--- src/verilog/phy_link_option_defines.vh ---
// Offsets, field positions, reset values and timing for the link options
`ifndef PHY_LINK_OPTION_DEFINES_VH
`define PHY_LINK_OPTION_DEFINES_VH

// Register offsets on the management port
`define ADDR_CONTROL_TWO 5'h0a
`define ADDR_CONTROL_THREE 5'h0b

// Control two field positions
`define C2_EXT_FULL_DUPLEX 5
`define C2_ENHANCED_LED 4
`define C2_ISOLATE_MII 3
`define C2_RXER_IDLE 2
`define C2_ODD_NIBBLE_DIS 1
`define C2_RMII_RXCLK_SEL 0

// Control three field positions
`define C3_EQ_ERR_BYPASS 12
`define C3_DESCR_FAST_DROP 10
`define C3_EQ_COEF_BYPASS 9
`define C3_FAST_DROP_LSB 0
`define C3_FAST_DROP_MSB 3

// Stored field masks and reset values
`define C2_MASK 16'h003f
`define C3_MASK 16'h160f
`define C2_RESET 16'h0000
`define C3_RESET 16'h1000

// Activity blink half period and clock period
`define LED_BLINK_NS 50000000
`define CLK_PERIOD_NS 10
`define LED_BLINK_CYCLES (`LED_BLINK_NS / `CLK_PERIOD_NS)

`endif

--- src/verilog/phy_link_option_controls.v ---
// Link and MAC-interface option controls of a 10/100 transceiver
`include "phy_link_option_defines.vh"

module phy_link_option_controls #(
  parameter BLINK_CYCLES = `LED_BLINK_CYCLES
) (
  input wire clk,
  input wire rst_n,
  input wire [4:0] regAddr,
  input wire [15:0] regWdata,
  input wire regWrite,
  input wire regRead,
  output reg [15:0] regRdata,
  input wire autoNegEnable,
  input wire forced100Tx,
  input wire forcedFullDuplex,
  input wire localFdAbility,
  input wire partnerAutoNeg,
  input wire partnerFdAbility,
  input wire partnerForced100Tx,
  input wire linkUp,
  input wire linkSpeed100,
  input wire linkFiber,
  input wire linkActivity,
  output reg resolvedFullDuplex,
  output reg linkLed,
  output reg miiIsolate_n,
  input wire rxIdle,
  input wire rxSymbolError,
  output reg rxErOut,
  input wire txEnIn,
  input wire txErIn,
  output reg txEnOut,
  output reg txErOut,
  input wire rxClkPin,
  input wire crystal_reference_input,
  input wire [1:0] rxdPin,
  output wire [1:0] rmiiRxd,
  output wire rmiiRxdStrobe,
  input wire eqErrorRaw,
  output reg eqError,
  output reg eqCoef0Bypass,
  input wire [3:0] fastDropTriggers,
  input wire descramblerLockLoss,
  output reg fastLinkDown
);

  reg [15:0] controlTwo;
  reg [15:0] controlThree;
  reg [31:0] blinkCount;
  reg blinkPhase;
  reg nibbleOdd;
  reg stretchPending;
  reg [15:0] next_rdata;
  reg next_fullDuplex;
  wire extFullDuplex;
  wire enhancedLed;
  wire isolateEnable;
  wire idleErrEnable;
  wire oddNibbleDisable;
  wire [1:0] sampledRxd;
  wire sampledStrobe;
  wire linkIsFull100Tx;
  wire isolatedLink;
  wire descramblerDrop;
  wire lowTriggerDrop;
  wire [3:0] lowTriggerEnable;

  // Pick out the stored field at a given position
  function fieldBit;
    input [15:0] value;
    input integer pos;
    begin
      fieldBit = value[pos];
    end
  endfunction

  // Match a register address; the write decoder uses it for both registers
  function addrHit;
    input [4:0] addr;
    input [4:0] target;
    begin
      addrHit = (addr == target);
    end
  endfunction

  // Control two field taps
  assign extFullDuplex = fieldBit(controlTwo, `C2_EXT_FULL_DUPLEX);
  assign enhancedLed = fieldBit(controlTwo, `C2_ENHANCED_LED);
  assign isolateEnable = fieldBit(controlTwo, `C2_ISOLATE_MII);
  assign idleErrEnable = fieldBit(controlTwo, `C2_RXER_IDLE);
  assign oddNibbleDisable = fieldBit(controlTwo, `C2_ODD_NIBBLE_DIS);

  // Register writes; only documented fields are stored, others read zero
  always @(posedge clk or negedge rst_n) begin
    if (!rst_n) begin
      controlTwo <= `C2_RESET;
      controlThree <= `C3_RESET;
    end else if (regWrite) begin
      if (addrHit(regAddr, `ADDR_CONTROL_TWO)) begin
        controlTwo <= regWdata & `C2_MASK;
      end
      if (addrHit(regAddr, `ADDR_CONTROL_THREE)) begin
        controlThree <= regWdata & `C3_MASK;
      end
    end
  end

  // Read decode; an unmapped address answers zero
  always @* begin
    case (regAddr)
      `ADDR_CONTROL_TWO: next_rdata = controlTwo;
      `ADDR_CONTROL_THREE: next_rdata = controlThree;
      default: next_rdata = 16'h0000;
    endcase
  end

  // Read data stands for exactly the cycle after the strobe
  always @(posedge clk or negedge rst_n) begin
    if (!rst_n) begin
      regRdata <= 16'h0000;
    end else if (regRead) begin
      regRdata <= next_rdata;
    end else begin
      regRdata <= 16'h0000;
    end
  end

  // Duplex resolution; the extended mode overrides the standard outcome
  always @* begin
    if (!autoNegEnable) begin
      next_fullDuplex = forcedFullDuplex;
    end else if (partnerAutoNeg) begin
      next_fullDuplex = localFdAbility & partnerFdAbility;
    end else begin
      // Parallel detection cannot learn duplex, so the standard picks half
      next_fullDuplex = 1'b0;
    end
    if (extFullDuplex && partnerForced100Tx &&
        (autoNegEnable || forced100Tx)) begin
      next_fullDuplex = 1'b1;
    end
  end

  always @(posedge clk or negedge rst_n) begin
    if (!rst_n) begin
      resolvedFullDuplex <= 1'b0;
    end else begin
      resolvedFullDuplex <= next_fullDuplex;
    end
  end

  // Activity blink timer; long, so the period is a parameter
  always @(posedge clk or negedge rst_n) begin
    if (!rst_n) begin
      blinkCount <= 32'h0;
      blinkPhase <= 1'b0;
    end else if (!linkActivity) begin
      blinkCount <= 32'h0;
      blinkPhase <= 1'b0;
    end else if (blinkCount >= BLINK_CYCLES - 1) begin
      blinkCount <= 32'h0;
      blinkPhase <= ~blinkPhase;
    end else begin
      blinkCount <= blinkCount + 32'h1;
    end
  end

  assign linkIsFull100Tx = linkUp & linkSpeed100 & ~linkFiber &
                           resolvedFullDuplex;

  // Link LED; enhanced mode trades activity indication for link quality
  always @(posedge clk or negedge rst_n) begin
    if (!rst_n) begin
      linkLed <= 1'b0;
    end else if (enhancedLed) begin
      linkLed <= linkIsFull100Tx;
    end else begin
      linkLed <= linkUp & ~blinkPhase;
    end
  end

  // Links on which the isolate option acts: any 10 link or half duplex 100
  assign isolatedLink = linkUp & (~linkSpeed100 | ~resolvedFullDuplex);

  // MII isolation; active low isolate, so a high level enables the MII output drivers
  always @(posedge clk or negedge rst_n) begin
    if (!rst_n) begin
      miiIsolate_n <= 1'b1;
    end else begin
      miiIsolate_n <= ~(isolateEnable & isolatedLink);
    end
  end

  // Receive error; idle symbol errors pass only when enabled
  always @(posedge clk or negedge rst_n) begin
    if (!rst_n) begin
      rxErOut <= 1'b0;
    end else begin
      rxErOut <= rxSymbolError & (~rxIdle | idleErrEnable);
    end
  end

  // Transmit path; nibble parity tracks frame length in nibbles
  always @(posedge clk or negedge rst_n) begin
    if (!rst_n) begin
      nibbleOdd <= 1'b0;
      stretchPending <= 1'b0;
      txEnOut <= 1'b0;
      txErOut <= 1'b0;
    end else if (txEnIn) begin
      nibbleOdd <= ~nibbleOdd;
      stretchPending <= 1'b0;
      txEnOut <= 1'b1;
      txErOut <= txErIn;
    end else if (nibbleOdd && !oddNibbleDisable && !stretchPending) begin
      // Frame ended on an odd nibble: add one cycle carrying an error
      nibbleOdd <= 1'b0;
      stretchPending <= 1'b1;
      txEnOut <= 1'b1;
      txErOut <= 1'b1;
    end else begin
      nibbleOdd <= 1'b0;
      stretchPending <= 1'b0;
      txEnOut <= 1'b0;
      txErOut <= 1'b0;
    end
  end

  // RMII receive data capture against the selected reference
  rmii_rx_sampler rxSampler (
    .clk(clk),
    .rst_n(rst_n),
    .useRxClk(fieldBit(controlTwo, `C2_RMII_RXCLK_SEL)),
    .rxClkPin(rxClkPin),
    .crystalRefPin(crystal_reference_input),
    .rxdPin(rxdPin),
    .rxd(sampledRxd),
    .rxdStrobe(sampledStrobe)
  );

  // Isolated MII shows idle receive data rather than stale pairs
  assign rmiiRxd = miiIsolate_n ? sampledRxd : 2'h0;
  assign rmiiRxdStrobe = sampledStrobe & miiIsolate_n;

  // Equalizer error; bypass is on from reset, so raw errors start ignored
  always @(posedge clk or negedge rst_n) begin
    if (!rst_n) begin
      eqError <= 1'b0;
    end else begin
      eqError <= eqErrorRaw &
                 ~fieldBit(controlThree, `C3_EQ_ERR_BYPASS);
    end
  end

  // Coefficient bypass; a registered copy of its control bit
  always @(posedge clk or negedge rst_n) begin
    if (!rst_n) begin
      eqCoef0Bypass <= 1'b0;
    end else begin
      eqCoef0Bypass <= fieldBit(controlThree, `C3_EQ_COEF_BYPASS);
    end
  end

  // Separate terms so no trigger has to wait on another to drop the link
  assign descramblerDrop = descramblerLockLoss &
                           fieldBit(controlThree, `C3_DESCR_FAST_DROP);
  assign lowTriggerEnable = controlThree[`C3_FAST_DROP_MSB:`C3_FAST_DROP_LSB];
  assign lowTriggerDrop = |(fastDropTriggers & lowTriggerEnable);

  // Fast link-down; every enabled trigger counts at once
  always @(posedge clk or negedge rst_n) begin
    if (!rst_n) begin
      fastLinkDown <= 1'b0;
    end else begin
      fastLinkDown <= descramblerDrop | lowTriggerDrop;
    end
  end

endmodule

--- src/verilog/rmii_rx_sampler.v ---
// RMII receive data sampler with a selectable timing reference
`include "phy_link_option_defines.vh"

module rmii_rx_sampler (
  input wire clk,
  input wire rst_n,
  input wire useRxClk,
  input wire rxClkPin,
  input wire crystalRefPin,
  input wire [1:0] rxdPin,
  output reg [1:0] rxd,
  output reg rxdStrobe
);

  reg [1:0] rxClkSync;
  reg [1:0] refSync;
  reg [1:0] rxdMeta;
  reg [1:0] rxdStable;
  reg refLast;
  wire refNow;

  // Two flip-flops on every pin before any logic looks at it
  always @(posedge clk or negedge rst_n) begin
    if (!rst_n) begin
      rxClkSync <= 2'h0;
      refSync <= 2'h0;
      rxdMeta <= 2'h0;
      rxdStable <= 2'h0;
    end else begin
      rxClkSync <= {rxClkSync[0], rxClkPin};
      refSync <= {refSync[0], crystalRefPin};
      rxdMeta <= rxdPin;
      rxdStable <= rxdMeta;
    end
  end

  // Selected reference; data and clocks see equal delay so they stay aligned
  assign refNow = useRxClk ? rxClkSync[1] : refSync[1];

  // Capture the data pair on each rising edge of the chosen reference
  always @(posedge clk or negedge rst_n) begin
    if (!rst_n) begin
      refLast <= 1'b0;
      rxd <= 2'h0;
      rxdStrobe <= 1'b0;
    end else begin
      refLast <= refNow;
      rxdStrobe <= refNow & ~refLast;
      if (refNow && !refLast) begin
        rxd <= rxdStable;
      end
    end
  end

endmodule
--- config.mk ---
export PLATFORM = sky130hd
export DESIGN_NAME = phy_link_option_controls
export DESIGN_NICKNAME = d
export VERILOG_FILES = /design/src/verilog/phy_link_option_controls.v /design/src/verilog/rmii_rx_sampler.v
export VERILOG_INCLUDE_DIRS = /design/src /design/src/verilog
export SDC_FILE = /design/constraint.sdc
export NUM_CORES = 1
export LEC_CHECK = 0
export BUFFER_PORTS_ARGS = -buffer_cell sky130_fd_sc_hd__clkbuf_2
export CAP_MARGIN = 25
export CORE_MARGIN = 1.5
export CORE_UTILIZATION = 40
export CTS_BUF_LIST = sky130_fd_sc_hd__clkbuf_8
export CTS_CLUSTER_DIAMETER = 40
export DETAILED_ROUTE_END_ITERATION = 16
export PLACE_DENSITY = 0.73
export SLEW_MARGIN = 20
export SYNTH_ARGS = -nofsm -noshare
export SYNTH_HDL_FRONTEND = slang
export SYNTH_HIERARCHICAL = 1
export SYNTH_SLANG_ARGS = --single-unit
--- constraint.sdc ---
create_clock -name clk -period 2.9 [get_ports clk]
set_clock_uncertainty 0.2 [all_clocks]
set_input_delay 0 -clock clk [delete_from_list [all_inputs] [get_ports clk]]
set_output_delay 0 -clock clk [all_outputs]
set_load 0.1 [all_outputs]
After elaboration in Yosys (flattened, before gate mapping) --
Index checks and enable logic that the tools add are counted.
Storage, ports and cells: flip-flop bits (word level) 85, input port bits 50, output and inout bits 28, logic and storage cells 82
Cells by class: add/sub/neg operators 1, magnitude comparators 1, equality and inequality tests 3, muxes and demuxes 17, bitwise operators 25, reduce and logical (&&, ||, !) cells 12
Operator list (number):
- 32-bit 2-to-1 mux | 2
- 32-bit by 1-bit adder with 32-bit output, second input constant | 1
- 32-bit by 23-bit >= comparator with 1-bit output, second input constant | 1
- 13-bit one-hot mux with 2 select lines | 1
- 16-bit 2-to-1 mux | 1
- 1-bit AND | 12
- 1-bit 2-to-1 mux | 12
- 5-bit by 4-bit == test with 1-bit output, second input constant | 2
- 1-bit inverter | 9
- 1-bit logical AND | 5
- 4-bit AND | 1
- 2-bit AND reduction | 2
- 4-bit OR reduction | 1
- 1-bit logical NOT | 3
- 1-bit bitwise OR | 3
- 2-bit 2-to-1 mux | 1
- 2-bit by 1-bit inequality test with 1-bit output, second input constant | 1
- 1-bit logical OR | 1

Depth between registers and ports, before layout --
Gate-level depths: netlist (run 1).
depth after elaboration 5, depth in mapped cells 7, depth with buffers taken out 6

Cells and area by module --
The synthesis (run 1) kept the hierarchy.
By module, submodules not included:
- phy_link_option_controls | instances 1, cells each 231, area an instance 2725.1 µm², seq. area each 1654.1 µm²
- rmii_rx_sampler | instances 1, cells each 16, area an instance 359.1 µm², seq. area each 300.3 µm²

Worst setup path before layout (run 1) --
Ideal clock, no wire load.
path kind reg2reg, from register blinkCount[15], to register blinkPhase, arrival 1.779 ns, slack 0.796 ns, cell stages (with the launch flop) 6, clock period less this slack 2.104 ns, path through dfrtp_1 or4_1 a2111oi_0 or4_1 buf_4 mux2_4
On the way: cells in the longest elaborated chain, start to end 2
RTL lines:
- start: declaration | line phy_link_option_controls.v:50 | reg [31:0] blinkCount;
- start signal: assignment | line phy_link_option_controls.v:165 | blinkCount <= blinkCount + 32'h1;
- 32-bit by 23-bit >= comparator with 1-bit output | line phy_link_option_controls.v:161 | end else if (blinkCount >= BLINK_CYCLES - 1) begin
- 2-bit by 1-bit inequality test with 1-bit output (no source line)
- end signal: assignment | line phy_link_option_controls.v:163 | blinkPhase <= ~blinkPhase;
- end: declaration | line phy_link_option_controls.v:51 | reg blinkPhase;
No other way between the ends. A chain may end at the register's enable or synchronous reset.

Final worst setup path (run 1) --
from input regRead, to register regRdata[4]
On the way: cells in the longest elaborated chain, start to end 1
RTL lines:
- start: declaration | line phy_link_option_controls.v:12 | input wire regRead,
- 16-bit 2-to-1 mux | line phy_link_option_controls.v:122 | end else if (regRead) begin
- end signal: assignment | line phy_link_option_controls.v:123 | regRdata <= next_rdata;
- end: declaration | line phy_link_option_controls.v:13 | output reg [15:0] regRdata,
No other way between the ends.

==> results by group, run 1 <==
Timing
  – Min cycle time layout: between 2 and 2.5 ns
  – FMAX: about 0.41 GHz
  – Final-report hold violation count: 0
  – Final setup vio count: 0
  – Normalized max-slew margin: between 50% and 60%
  – Hold slack: 0.0225 ns
  – Worst Max-Slew Pin Slew: about 0.66 ns
  – Tcrit/Tclk final: ~84%
  – RSZ-0062 raised after global routing: no
  – Setup TNS: 0 ns
  – Final worst-path setup slack: 0.451 ns
  – Max Slew Vio Count: 0

Clock tree
  – Hold-fix buffers, CTS: 37
  – CTS H-tree lvls: 3
  – PostCTS Resize Cnt: 0
  – Root buffer cell: clkbuf_8
  – Postcts setup bufs: 0
  – Clock latency at the later pin of the worst-skew pair: between 0.3 and 0.4 ns
  – Clock Tree Buf Depth: 2
  – CTS tree: built
  – Clk sinks: 78
  – Inserted Clock Buffers: 9
  – CTS clk-pin slew, worst paths: about 0.09 ns

Layout
  – Multi-input combinational cell area: roughly 1100 um2
  – Number of fill cells: 629
  – P&R area growth vs syn: 33.5%
  – Layout cells sized above 1: about 29%
  – Sequential cell area: 1950 um2
  – Post-layout util: between 50 and 60%
  – Nets: 419
  – Diodes inserted: 0

Hold path
  – Hold WC Path Type: in2reg
  – Hold Path Origin: regWrite
  – Hold EP: controlThree[9]$_DFFE_PN0P_
  – Hold Path Stages: 4

Die
  – Die height: 90.8 um
  – Initial Util: between 40% and 50%
  – Die Area: 8250 um2
  – Row count: 31
  – Io pins: between 70 and 80
  – Core Region: around 7400 um2
  – DIE WIDTH: 90.8 um

Synth
  – Synthesized area: 3080 um2
  – Ys Warns: 6
  – Post-synth top area share: between 60% and 70%
  – Seq/Total Area, Yosys: between 60% and 70%
  – Most common cell in the netlist: dfrtp_1
  – Most frequent cells after synthesis: dfrtp_1, nor2_1, nand2_1, mux2_2
  – Synth cell types: 39
  – Post-synthesis async set-or-reset flop share: 100%
  – Synth Instances: roughly 250
  – Main synth FF type: dfrtp_1
  – Flops & latches, synth: 78
  – Syn_area_per_cell: ~12 um2
  – Yosys top cell by area: dfrtp_1
  – Post-synth EDFFs: 0
  – Area contributors post-synth: dfrtp_1, mux2_2, nor2_1

Pwr
  – Leak: between 1.5 and 2 nW
  – Pwr/cell area: about 600 nW/um2
  – Worst vdd ir: about 320 uV

Global route
  – GRT Residual Overflow: 0
  – Overall global routing resource usage: between 10% and 20%
  – Largest net degree at the start of global routing: between 70 and 80
  – First-pass GRT wire length: approximately 11000 um
  – Initial antenna violation count: 0
  – Vias in the first global route: around 2300

Worst setup path
  – Cell depth of the worst flop-to-flop path: 4
  – Worst R2R End: blinkPhase$_DFFE_PN0P_
  – CP startpoint: regRead
  – Flop2flop setup slack: around 0.55 ns
  – Crit path DAT: between 2 and 3 ns
  – Critical path peak fanout: 5
  – Startpoint Class: input pin
  – Reg-to-Reg Start: blinkCount[15]$_DFF_PN0_
  – Crit. End Element: flop
  – WS Path Type: in2reg
  – Crit path required time: ~3.0 ns

Route
  – WL per Instance: roughly 14 um
  – Total wire length: about 6400 um
  – DRC: 0
  – Detailed Route Iter0 Violations: between 100 and 150
  – Vias per cell: roughly 4.7
  – Vias: roughly 2200
  – Post-route ant nets: 0
  – DR pass1 iterations: 4

Place
  – Gpl congestion: between 0.7 and 0.8
  – Final HPWL DP: about 4000 um
  – Worst slack at placement: about 0.56 ns
  – IO Port Bufs: 63

Flow run
  – Max-Cap Viols: 0

Run status
  – Status: finished, final reports clean
-- layout make-up --
class / instances / share of cell area [%]
tap: 99 / 3.01
timing repair buffer: 105 / 18.2
sequential: 78 / 47.5
clock inverter: 6 / 1.09
multi-input combinational: 170 / 26.5
clock buffer: 10 / 3.34
inverter: 4 / 0.365
-- cell families (layout without fill, tap and decap cells) --
family	after synthesis	in the layout	synth area share (%)
flops	78	78	63.4
buf+inv	14	125	3.04
xor+xnor	19	19	5.40
fa+ha+maj	1	1	0.406
mux	17	17	6.69
other cells	1	16	0.122
simple gates	98	98	16.3
compound gates	19	19	4.71
-- sequential cells by signal, indices dropped and copies added, names as in the netlist, 2 cells and up --
name and flops:
regRdata 9, controlTwo 6, rxSampler/rxd 2, rxSampler/rxClkSync 2
rxSampler/rxdStable 2, rxSampler/refSync 2, controlThree 7, rxSampler/rxdMeta 2
blinkCount 32
-- stage by stage --
stage                     instances  instance area, um2  total power, mW
after floorplan                 262                3140             1.57
after global placement          417                3530             1.66
after detailed placement        417                3530             1.67
after CTS                       470                4080             2.45
after global routing            472                4120             2.55
final                           472                4120             2.45
-- worst max-delay path: stages --
cell           delay (ns)
dlygate4sd3_1        0.52
clkbuf_2             0.09
nand2_1              0.06
dlygate4sd3_1        0.57
nor3b_1              0.35
dlygate4sd3_1        0.76
and2_1               0.18
-- power breakdown --
group	internal (mW)	switching, mW
registers	1.17	0.0502
clock network	0.338	0.401
logic	0.151	0.338
total	1.66	0.789
-- per-layer routing --
layer  GRT usage (%)  up-vias  part of all wire, %
li1                -     1063                    -
met1            21.4     1075                   44
met2            27.0       59                   50
met3            3.03       15                  3.2
met4            8.72        0                  2.7
met5               0        -                    0
-- worst max path at each step --
stage,endpoint,cells after the start,slack [ns]
2_1_floorplan,blinkPhase$_DFFE_PN0P_,5,0.80
3_3_place_gp,blinkPhase$_DFFE_PN0P_,4,0.58
3_5_place_dp,blinkPhase$_DFFE_PN0P_,4,0.56
4_1_cts,regRdata[4]$_DFF_PN0_,7,0.45
5_1_grt,regRdata[4]$_DFF_PN0_,7,0.31
6_report,regRdata[4]$_DFF_PN0_,7,0.45
-- cells in the final DEF (no fill, tap or decap), types with 3 or more instances in the layout --
cell type,instances
a21oi_1,3
a22o_1,4
and2_1,8
and3_1,3
buf_4,4
clkbuf_2,62
clkbuf_8,10
clkinvlp_4,3
conb_1,16
dfrtp_1,76
dlygate4sd3_1,38
inv_1,4
mux2_2,13
mux2_4,4
nand2_1,14
nand3_1,12
nand4_1,6
nor2_1,31
nor2b_1,5
nor3_1,4
nor3b_1,3
nor4_1,3
xnor2_1,7
xor2_1,12
Note: power is estimated with default switching activity, not from simulation.
==> inputs of run 2 (changes only) <==
- clock period: 2.9 -> 2.5 ns (I/O delays scaled with it)
==> run 2 against run 1 <==
  * Worst hold slack lost 0.0023 ns
  * Die area is the same
  * Via count grew 0.81%
  * Power grew 23%
  * Cell count is the same
  * Largest cell class unchanged
  * Largest power group unchanged
  * Highest routed layer unchanged
==> results by group, run 2 (synthesis results as in run 1) <==
Hold path
  – Hold WC Path Type: in2reg
  – Hold Path Stages: 4

Clock tree
  – Hold-fix buffers, CTS: 35
  – PostCTS Resize Cnt: 0
  – Clock Tree Buf Depth: 2
  – Clock latency at the later pin of the worst-skew pair: around 0.35 ns
  – CTS clk-pin slew, worst paths: ~0.08 ns
  – Root buffer cell: clkbuf_8
  – CTS H-tree lvls: 3
  – CTS tree: built
  – Inserted Clock Buffers: 9
  – Clk sinks: around 80
  – Postcts setup bufs: 0

Global route
  – GRT Residual Overflow: 0
  – First-pass GRT wire length: about 11000 um
  – Met2 usage: about 27%
  – Met1 Use GR: 20.8%
  – Vias in the first global route: roughly 2300
  – Overall global routing resource usage: 16.7%
  – Grt met3 use: under 10%
  – Initial antenna violation count: 0
  – Gr busiest metal: met2
  – Largest net degree at the start of global routing: 79

Pwr
  – Clock share of power: 34.2%
  – Net Sw Frac: 30.3%
  – Leak: 1.94 nW
  – Net Switching: approximately 910 uW
  – Int Power: around 2.1 mW
  – Logic pwr share: a little under a fifth
  – Pwr/cell area: approximately 730 nW/um2
  – Flop pwr share: 47.0%
  – Worst vdd ir: around 420 uV

Place
  – DP Area: between 3000 and 4000 um2
  – IO Port Bufs: 63
  – Gpl congestion: roughly 0.81
  – Worst slack at placement: 0.205 ns
  – Final HPWL DP: approximately 4000 um

Timing
  – Final-report hold violation count: 0
  – Setup TNS: 0 ns
  – FMAX: ~0.43 GHz
  – Normalized max-slew margin: between 50% and 60%
  – Final setup vio count: 0
  – Max Slew Vio Count: 0
  – Tcrit/Tclk final: between 90 and 100%
  – RSZ-0062 raised after global routing: no
  – Min cycle time layout: 2.32 ns
  – Final worst-path setup slack: about 0.18 ns
  – Worst Max-Slew Pin Slew: roughly 0.64 ns

Route
  – Total wire length: just over 6000 um
  – Detailed Route Iter0 Violations: between 90 and 100
  – Post-route ant nets: 0
  – Vias: around 2200
  – DRC: 0
  – DR pass1 iterations: 5
  – WL per Instance: 13.2 um
  – Vias per cell: about 4.7

Run status
  – Status: finished, final reports clean

Layout
  – Number of fill cells: between 600 and 700
  – Post-route cell area: between 4000 and 5000 um2
  – Top Registers: blinkCount: 32 flops, regRdata: 9 flops, controlThree: 7 flops
  – P&R area growth vs syn: 34.3%
  – Layout cells sized above 1: 29.0%
  – Max reg flops: 32
  – Most frequent cells in the layout: dfrtp_1, clkbuf_2, dlygate4sd3_1
  – Nets: 419
  – Largest register by flop count: blinkCount
  – Diodes inserted: 0
  – Most common cell after layout, fill and taps aside: dfrtp_1
  – Post-layout util: between 50% and 60%

Die
  – Core Region: around 7400 um2
  – Io pins: 78
  – Row count: 31
  – DIE WIDTH: approximately 91 um
  – Initial Util: between 40% and 50%
  – Die Area: a little over 8000 um2
  – Die height: 90.8 um

Worst setup path
  – Cell depth of the worst flop-to-flop path: 4
  – Critical path peak fanout: 6
  – Startpoint Class: flop
  – WS Path Type: reg2reg
  – Crit path DAT: roughly 2.4 ns
  – Crit path required time: 2.53 ns
  – Crit. End Element: flop

Flow run
  – Max-Cap Viols: 0
## run 2: critical path, cell delays in order (launching register included)
cell,delay (ns)
dfrtp_1,0.43
or4_1,0.51
a2111oi_0,0.43
or4_1,0.31
mux2_4,0.32
## run 2: final timing paths
kind | start | endpoint | slack, ns
setup / recovery | blinkCount[13]$_DFF_PN0_ | blinkPhase$_DFFE_PN0P_ | 0.18
hold / removal | regWrite | controlThree[1]$_DFFE_PN0P_ | 0.02
setup reg to reg | blinkCount[13]$_DFF_PN0_ | blinkPhase$_DFFE_PN0P_ | 0.18
hold reg to reg | rxSampler/rxClkSync[0]$_DFF_PN0_ | rxSampler/rxClkSync[1]$_DFF_PN0_ | 0.15
max in group asynchronous | rst_n | miiIsolate_n$_DFF_PN1_ | 1.01
min in group asynchronous | rst_n | blinkCount[17]$_DFF_PN0_ | 0.46
## run 2: cell type report
class / count / area [um2] / area share, %
clock buffer: 9 / 124 / 2.99
clock inverter: 7 / 96.3 / 2.33
inverter: 4 / 15.0 / 0.363
multi-input combinational: 170 / 1090 / 26.4
sequential: 78 / 1950 / 47.2
tap: 99 / 124 / 2.99
timing repair buffer: 105 / 736 / 17.8
## run 2: power groups by stage
stage	registers (mW)	clock network, mW	logic (mW)
3_5_place_dp	1.43	0	0.501
5_1_grt	1.43	1.11	0.593
4_1_cts	1.41	1.04	0.556
3_3_place_gp	1.43	0	0.495
2_1_floorplan	1.57	0	0.257
6_report	1.41	1.03	0.563
## run 2: routing by layer
layer	routed length (um)	part of all wire, %
met5	0	0
met4	186	3.0
met3	278	4.5
met2	3100	50
met1	2650	43
## run 2: per-stage QoR
step,std cells,power [mW],hold slack [ns]
6_report,472,3.00,0.0202
3_5_place_dp,419,1.93,-0.0890
2_1_floorplan,262,1.83,-0.496
4_1_cts,470,3.01,0.0122
3_3_place_gp,419,1.93,-0.0884
5_1_grt,472,3.12,0.0449
